$ cat config.mk
export PLATFORM = sky130hd
export DESIGN_NAME = peq_qualifier
export DESIGN_NICKNAME = d
export VERILOG_FILES = /design/src/rtl/peq_pkg.sv /design/src/rtl/peq_pipe_if.sv /design/src/rtl/peq_pipe_qualifier.sv /design/src/rtl/peq_qualifier.sv
export SDC_FILE = /design/constraint.sdc
export NUM_CORES = 1
export LEC_CHECK = 0
export ABC_AREA = 1
export BUFFER_PORTS_ARGS = -buffer_cell sky130_fd_sc_hd__buf_2
export CAP_MARGIN = 20
export CORE_MARGIN = 2
export CORE_UTILIZATION = 47
export CTS_BUF_LIST = sky130_fd_sc_hd__clkbuf_4 sky130_fd_sc_hd__clkbuf_8
export CTS_CLUSTER_DIAMETER = 200
export DETAILED_ROUTE_END_ITERATION = 6
export GPL_TIMING_DRIVEN = 0
export PLACE_DENSITY = 0.86
export SYNTH_ARGS = -nofsm -noshare
export SYNTH_HDL_FRONTEND = slang
export SYNTH_HIERARCHICAL = 1
export SYNTH_SLANG_ARGS = --single-unit
$ cat constraint.sdc
create_clock -name i_ref_clk -period 2.6 [get_ports i_ref_clk]
set_input_delay 0.52 -clock i_ref_clk [delete_from_list [all_inputs] [get_ports i_ref_clk]]
set_output_delay 0.52 -clock i_ref_clk [all_outputs]
set_load 0.05 [all_outputs]
$ cat src/rtl/peq_pkg.sv
// constants and helpers shared by the event qualifier
package peq_pkg;
  localparam int SEL_W = 6;
  localparam int NUM_PIPES = 2;
  localparam int PIPE_U = 0;
  localparam int PIPE_V = 1;
  localparam logic [SEL_W-1:0] EVT_SEG_LOAD = 6'h0f;
  localparam logic [SEL_W-1:0] EVT_RSVD_A = 6'h10;
  localparam logic [SEL_W-1:0] EVT_RSVD_B = 6'h11;
  localparam logic [SEL_W-1:0] EVT_BRANCH = 6'h12;
  localparam logic [SEL_W-1:0] EVT_TGT_HIT = 6'h13;
  localparam logic [SEL_W-1:0] EVT_BR_OR_HIT = 6'h14;
  localparam logic [SEL_W-1:0] EVT_FLUSH = 6'h15;
  localparam logic [SEL_W-1:0] EVT_INSN = 6'h16;
  localparam logic [SEL_W-1:0] EVT_INSN_V = 6'h17;
  localparam logic [SEL_W-1:0] EVT_BUS = 6'h18;
  localparam logic [SEL_W-1:0] EVT_STQ = 6'h19;
  // flush cause vector bit positions
  localparam int FL_W = 7;
  localparam int FL_BTB_MISS = 0;
  localparam int FL_MISPRED = 1;
  localparam int FL_EXCEPT = 2;
  localparam int FL_INTR = 3;
  localparam int FL_DESC = 4;
  localparam int FL_SERIAL = 5;
  localparam int FL_SW_INT = 6;
  localparam logic [FL_W-1:0] FL_COUNT_MASK = 7'h1f;
  localparam logic [1:0] INC_ZERO = 2'h0;
  localparam logic [1:0] INC_ONE = 2'h1;
  localparam logic [1:0] INC_TWO = 2'h2;
  localparam logic [1:0] INC_MAX = 2'h3;
  typedef enum logic [1:0] {
    PEQ_CLS_NONE,
    PEQ_CLS_OCCUR,
    PEQ_CLS_DURATION
  } peq_class_t;
  function automatic logic [1:0] peq_pop2(input logic [1:0] v);
    return {1'b0, v[0]} + {1'b0, v[1]};
  endfunction : peq_pop2
  function automatic logic [1:0] peq_sat_add(input logic [1:0] a, input logic b);
    logic [2:0] s;
    s = {1'b0, a} + {2'h0, b};
    return s[2] ? INC_MAX : s[1:0];
  endfunction : peq_sat_add
  function automatic peq_class_t peq_class(input logic [SEL_W-1:0] sel);
    case (sel)
      EVT_SEG_LOAD, EVT_BRANCH, EVT_TGT_HIT, EVT_BR_OR_HIT,
      EVT_FLUSH, EVT_INSN, EVT_INSN_V: return PEQ_CLS_OCCUR;
      EVT_BUS, EVT_STQ: return PEQ_CLS_DURATION;
      default: return PEQ_CLS_NONE;
    endcase
  endfunction : peq_class
endpackage : peq_pkg

$ cat src/rtl/peq_pipe_if.sv
// per-pipe event sources and their qualified results
`timescale 1ns/1ps
`default_nettype none
interface peq_pipe_if;
  logic [peq_pkg::NUM_PIPES-1:0] exec;
  logic [peq_pkg::NUM_PIPES-1:0] rep_iter;
  logic [peq_pkg::NUM_PIPES-1:0] br_exec;
  logic [peq_pkg::NUM_PIPES-1:0] br_taken;
  logic [peq_pkg::NUM_PIPES-1:0] tgt_hit;
  logic [peq_pkg::NUM_PIPES-1:0] insn_q;
  logic [peq_pkg::NUM_PIPES-1:0] br_q;
  logic [peq_pkg::NUM_PIPES-1:0] or_q;
  logic [peq_pkg::NUM_PIPES-1:0] hit_q;
  modport src (
    output exec, rep_iter, br_exec, br_taken, tgt_hit,
    input insn_q, br_q, or_q, hit_q
  );
  modport qual (
    input exec, rep_iter, br_exec, br_taken, tgt_hit,
    output insn_q, br_q, or_q, hit_q
  );
endinterface : peq_pipe_if
`default_nettype wire

$ cat src/rtl/peq_pipe_qualifier.sv
// qualifies per-pipe instruction, branch and target-hit events
`timescale 1ns/1ps
`default_nettype none
module peq_pipe_qualifier (
  peq_pipe_if.qual pipe
);
  genvar p;
  generate
    for (p = 0; p < peq_pkg::NUM_PIPES; p++) begin : g_pipe
      // RL13 one per string
      assign pipe.insn_q[p] = pipe.exec[p] & ~pipe.rep_iter[p];
      // RL6 executed not predicted
      assign pipe.br_q[p] = pipe.br_exec[p] & pipe.exec[p];
      // RL7 executed hits only
      assign pipe.hit_q[p] = pipe.tgt_hit[p] & pipe.exec[p];
      // RL8 taken or hit
      assign pipe.or_q[p] = (pipe.br_q[p] & pipe.br_taken[p]) | pipe.hit_q[p];
    end
  endgenerate
endmodule : peq_pipe_qualifier
`default_nettype wire

$ cat src/rtl/peq_qualifier.sv
// performance event qualifier for codes 0fh to 19h
// Summary of operation
// RL1: count every segment and descriptor register write
// RL2: explicit loads, far transfers, task switches count
// RL3: privilege change on far transfer adds two
// RL4: count taken and not-taken executed branches
// RL5: serializing, checks, interrupts count as taken
// RL6: executed branches only; no flush implied
// RL7: target buffer hits on executed instructions
// RL8: taken branch OR target buffer hit
// RL9: count pipeline flushes from listed causes
// RL10: serializing and software interrupts never flush
// RL11: executed instructions, up to two per clock; the code counts three when a handler entry meets two executed instructions
// RL12: handler invocations and interrupts count once
// RL13: repeated string instruction counts once
// RL14: halt counts once however long halted
// RL15: second pipe executed instructions only
// RL16: bus busy clocks including hold and backoff
// RL17: store queue full stall clocks, not I/O
// RL18: codes 10h and 11h add nothing
// RL19: occurrences add count, durations add one
`timescale 1ns/1ps
`default_nettype none
module peq_qualifier #(
  parameter int INC_W = 2
) (
  // clock and reset
  input wire logic i_ref_clk,
  input wire logic i_rst,
  // event code
  input wire logic [peq_pkg::SEL_W-1:0] i_event_sel,
  // segment loads
  input wire logic i_seg_explicit,
  input wire logic i_seg_far_xfer,
  input wire logic i_seg_task_switch,
  input wire logic i_seg_int_far,
  input wire logic i_seg_table_write,
  input wire logic i_seg_priv_change,
  // per-pipe instruction and branch sources
  input wire logic [1:0] i_insn_exec,
  input wire logic [1:0] i_insn_rep_iter,
  input wire logic [1:0] i_br_exec,
  input wire logic [1:0] i_br_taken,
  input wire logic [1:0] i_tgt_hit,
  // other taken-branch and handler sources
  input wire logic i_serialize,
  input wire logic i_seg_check,
  input wire logic i_desc_load_br,
  input wire logic i_hw_int,
  input wire logic i_trap_fault,
  input wire logic i_handler_entry,
  // pipeline flush causes
  input wire logic [peq_pkg::FL_W-1:0] i_flush_cause,
  // bus activity, pins outside the clock domain
  input wire logic i_bus_cycle_pin,
  input wire logic i_hold_ack_pin,
  input wire logic i_addr_hold_pin,
  input wire logic i_bus_backoff_pin,
  // store queue stall
  input wire logic i_stq_full_stall,
  input wire logic i_stq_stall_io,
  // to the counter
  output logic [INC_W-1:0] o_count_inc,
  output logic o_sel_reserved,
  output logic o_sel_duration
);
  if (INC_W < 2) begin : g_bad_inc_w
    $error("INC_W must be at least 2");
  end

  peq_pipe_if pipe ();

  peq_pipe_qualifier u_pipe (
    .pipe(pipe.qual)
  );

  assign pipe.exec = i_insn_exec;
  assign pipe.rep_iter = i_insn_rep_iter;
  assign pipe.br_exec = i_br_exec;
  assign pipe.br_taken = i_br_taken;
  assign pipe.tgt_hit = i_tgt_hit;

  // bus pins are asynchronous: two stages before use
  logic [3:0] bus_s1_q;
  logic [3:0] bus_s2_q;
  always_ff @(posedge i_ref_clk) begin
    if (i_rst) begin
      bus_s1_q <= 4'h0;
      bus_s2_q <= 4'h0;
    end else begin
      bus_s1_q <= {i_bus_cycle_pin, i_hold_ack_pin, i_addr_hold_pin,
                   i_bus_backoff_pin};
      bus_s2_q <= bus_s1_q;
    end
  end

  // RL1 any segment write
  wire seg_any = i_seg_explicit | i_seg_far_xfer | i_seg_task_switch
               | i_seg_int_far | i_seg_table_write;
  // RL3 second increment
  wire seg_twice = i_seg_priv_change
                 & (i_seg_far_xfer | i_seg_task_switch | i_seg_int_far);
  // RL2 all load kinds
  wire [1:0] selector_load_event = {1'b0, seg_any} + {1'b0, seg_twice};

  // RL5 counted as taken
  wire extra_taken = i_serialize | i_seg_check | i_desc_load_br
                   | i_hw_int | i_trap_fault;
  // RL4 taken and not taken
  wire [1:0] branch_event = peq_pkg::peq_sat_add(peq_pkg::peq_pop2(pipe.br_q),
                                                 extra_taken);
  wire [1:0] branch_target_hit_event = peq_pkg::peq_pop2(pipe.hit_q);
  // RL8 logical or
  wire [1:0] branch_or_target_hit_event =
    peq_pkg::peq_sat_add(peq_pkg::peq_pop2(pipe.or_q), extra_taken);

  // RL9 listed causes counted
  // RL10 excluded causes masked
  wire flush_event = |(i_flush_cause & peq_pkg::FL_COUNT_MASK);

  // RL11 up to two pipes
  // RL14 halt is one pulse
  // RL12 handler counts as one
  wire [1:0] insn_event = peq_pkg::peq_sat_add(peq_pkg::peq_pop2(pipe.insn_q),
                                               i_handler_entry);
  // RL15 second pipe only
  wire insn_v_event = pipe.insn_q[peq_pkg::PIPE_V];

  // RL16 any bus busy clock
  wire bus_busy_clock_event = |bus_s2_q;
  // RL17 io stalls excluded
  wire store_queue_stall_event = i_stq_full_stall & ~i_stq_stall_io;

  peq_pkg::peq_class_t sel_class;
  assign sel_class = peq_pkg::peq_class(i_event_sel);

  // RL18 reserved adds zero
  wire [1:0] inc_sel =
    (i_event_sel == peq_pkg::EVT_SEG_LOAD) ? selector_load_event :
    (i_event_sel == peq_pkg::EVT_BRANCH) ? branch_event :
    (i_event_sel == peq_pkg::EVT_TGT_HIT) ? branch_target_hit_event :
    (i_event_sel == peq_pkg::EVT_BR_OR_HIT) ? branch_or_target_hit_event :
    (i_event_sel == peq_pkg::EVT_FLUSH) ? {1'b0, flush_event} :
    (i_event_sel == peq_pkg::EVT_INSN) ? insn_event :
    (i_event_sel == peq_pkg::EVT_INSN_V) ? {1'b0, insn_v_event} :
    (i_event_sel == peq_pkg::EVT_BUS) ? {1'b0, bus_busy_clock_event} :
    (i_event_sel == peq_pkg::EVT_STQ) ? {1'b0, store_queue_stall_event} :
    peq_pkg::INC_ZERO;

  // RL19 occurrences and durations
  wire [INC_W-1:0] count_inc_d = INC_W'(inc_sel);
  wire sel_reserved_d = (i_event_sel == peq_pkg::EVT_RSVD_A)
                      | (i_event_sel == peq_pkg::EVT_RSVD_B);
  wire sel_duration_d = (sel_class == peq_pkg::PEQ_CLS_DURATION);

  always_ff @(posedge i_ref_clk) begin
    if (i_rst) begin
      o_count_inc <= '0;
      o_sel_reserved <= 1'b0;
      o_sel_duration <= 1'b0;
    end else begin
      o_count_inc <= count_inc_d;
      o_sel_reserved <= sel_reserved_d;
      o_sel_duration <= sel_duration_d;
    end
  end

  wire no_seg = ~seg_any;
  wire no_extra = ~extra_taken;
endmodule : peq_qualifier
`default_nettype wire

==> impl_results.md <==
- Status: complete, no violations
- Clock Tree Buf Depth: 2
- Post-layout minimum cycle time: 1.88 ns
- Worst Path Max Fanout: 2
- Endpoints failing hold: 0
- Synthesis warning total: 6
- Share of layout cells above drive strength 1: 30.4%
- Final Cell Area: 1050 sq um
- Vias per cell: 4.81
- Lkg Pwr: 0.628 nW
- CP max stage delay: 0.48 ns
- Critical Path, Cell by Cell: buf_2 > nor3_1 > nor3b_1 > fa_1 > or2_0 > nand4_1 > nor2_1 > nor2_1
- Tot GR Track Use: 20.8%
- Die H: 44.7 microns
- Number of diodes: 0
- Req. time, crit path: 2.82 ns
- Final Cycle Share: 72.1%
- Root Driver: clkbuf_4
- Worst setup path category: primary input to flop
- TritonCTS buffer count: 3
- Worst Hold Class: flop to flop
- CTS sink count: 12
- Post-Syn Area: 778 sq um
- I/O Buffers: 44
- Max Slew Vio Count: 0
- DRC: 0
- Setup bufs post-CTS: 0
- FMAX: 533 MHz
- Hold-fix buffers, CTS: 0
- DIE WIDTH: 44.7 microns
- Power Density: 407 nW/um^2
- Syn nets: 168
- Slew HR: 71.3%
- Buffers & Inverters on Critical Path: 1
- Worst-margin pin slew: 0.430 ns
- RSZ-0062 raised after global routing: false
- H-tree depth: 1
- Initial antenna violation count: 0
- I/O Pins: 47
- Area Overhead vs Synth: 35.5%
- Global-route wire length before repair: 2.93 mm
- Final setup violation count: 0
- Crit path top cell by count: nor2_1
- Setup Total Neg Slack: 0 ns
- Core Region: 1520 sq um
- Vias post-DR: 885
- Netlist cell types: 18
- Worst-Skew Late Latency: 0.28 ns
- Worst EP arrival: 2.10 ns
- Mapped Cells: 120
- Nets@finish: 217
- Remaining antenna violation count after routing: 0
- Layout Utilization: 69.2%
- Placed Instance Area: 1020 sq um
- CTS tree: done
- Largest net degree at the start of global routing: 11
- Initial Utilization: 51.1%
- Startpoint types: primary input
- DIE AREA: 2000 sq um
- Synth Area per Inst: 6.49 sq um
- Total of max-cap violations: 0
- Seq cells post-synth: 12
- Post-CTS resize count: 0
- VDD IR max: 335 uV
- Critical path endpoint category: flop
- Drt pass-1 iters: 4
- Reg clk slew, reported paths: 0.07 ns
- FILL cells: 145
- Clock skew: 0.00427 ns
- WHS: 0.402 ns
- Crit path max-delay family: simple AND/OR/NAND/NOR gates
- Detailed Route WL: 1.78 mm
- GRT Residual Overflow: 0
- Initial DRC Count: 19
- DP HPWL: 1.53 mm
- Slowest-stage cell, CP: fa_1
- Routed wire per std cell: 9.66 microns
- Row Count: 14
- Sequential share of the synthesized area: 30.9%
- Gpl congestion: 0.857
- Vias in the first global route: 787
[synth_stat cells]
master	count	share of area, %
nor2_8	1	2.6
o22ai_1	1	0.80
dfxtp_1	12	31
nand4_2	1	1.6
clkbuf_1	1	0.48
nor2_1	29	14
nor3b_1	1	0.96
fa_1	3	7.7
inv_1	30	14
nand3_1	8	5.1
ha_1	2	3.2
a211oi_1	1	0.96
inv_2	1	0.48
nand4_1	3	2.4
nor3_1	5	3.2
or2_0	1	0.80
nand2_1	16	7.7
o21ai_0	4	2.6
[worst register-to-register path, delay by kind of cell, from the launching register on]
family / cells / cell delay (ns)
AND/OR/NAND/NOR: 8 / 0.64
flip-flops: 1 / 0.30
[cell usage in the layout (no fill, tap or decap)]
cell,instances
a211oi_1,1
buf_2,44
clkbuf_1,1
clkbuf_4,3
clkbuf_8,1
dfxtp_1,12
fa_1,3
ha_1,2
inv_1,30
inv_2,1
nand2_1,16
nand3_1,8
nand4_1,3
nand4_2,1
nor2_1,29
nor2_8,1
nor3_1,5
nor3b_1,1
o21ai_0,4
o22ai_1,1
or2_0,1
[worst paths after layout]
check | startpoint | to | slack (ns) | cells after the start
worst max-delay path | i_desc_load_br | o_count_inc[0] | 0.72 | 8
worst min-delay path | bus_s1_q[3] | bus_s2_q[3] | 0.40 | 2
worst max register to register | bus_s2_q[1] | o_count_inc[0] | 1.55 | 8
worst min register to register | bus_s1_q[3] | bus_s2_q[3] | 0.40 | 2
[through the flow]
stage / cells / power, W / setup slack (ns)
detailed placement: 180 / 0.000287 / 0.397
global route: 184 / 0.000453 / 0.600
finish: 184 / 0.000429 / 0.725
global placement: 180 / 0.000283 / 0.460
CTS: 184 / 0.000435 / 0.690
floorplan: 120 / 0.000242 / 0.691
[routing by layer]
layer	track usage, %	part of all wire, %
met1	19.6	36
met2	38.0	54
met3	6.80	7.2
met4	13.3	2.8
met5	0	0
[layout make-up]
| cell class | count | area, sq um | area share (%) |
|---|---|---|---|
| timing repair buffer | 44 | 220 | 20.9 |
| buffer | 1 | 3.75 | 0.356 |
| inverter | 31 | 116 | 11.0 |
| clock buffer | 4 | 36.3 | 3.44 |
| sequential | 12 | 240 | 22.8 |
| multi-input combinational | 76 | 418 | 39.6 |
| tap | 16 | 20.0 | 1.90 |
[cells by family (layout without fill, tap and decap cells)]
kind of cell / after synthesis / after routing / share of synthesized area (%)
buf+inv: 32 / 80 / 15.4
flops: 12 / 12 / 30.9
fa+ha+maj: 5 / 5 / 10.9
simple gates: 65 / 65 / 38.4
compound gates: 6 / 6 / 4.34
[power breakdown]
part,internal (W),switching (W)
sequential,0.000190,0.00000164
combinational,0.0000407,0.0000497
clock,0.0000852,0.0000611
[sequential cells by signal, summed over array words and instances (netlist names)]
name,cells
bus_s1_q,4
bus_s2_q,4
o_count_inc,2
o_sel_duration,1
o_sel_reserved,1
No activity file was read; power rests on OpenSTA's default activity.
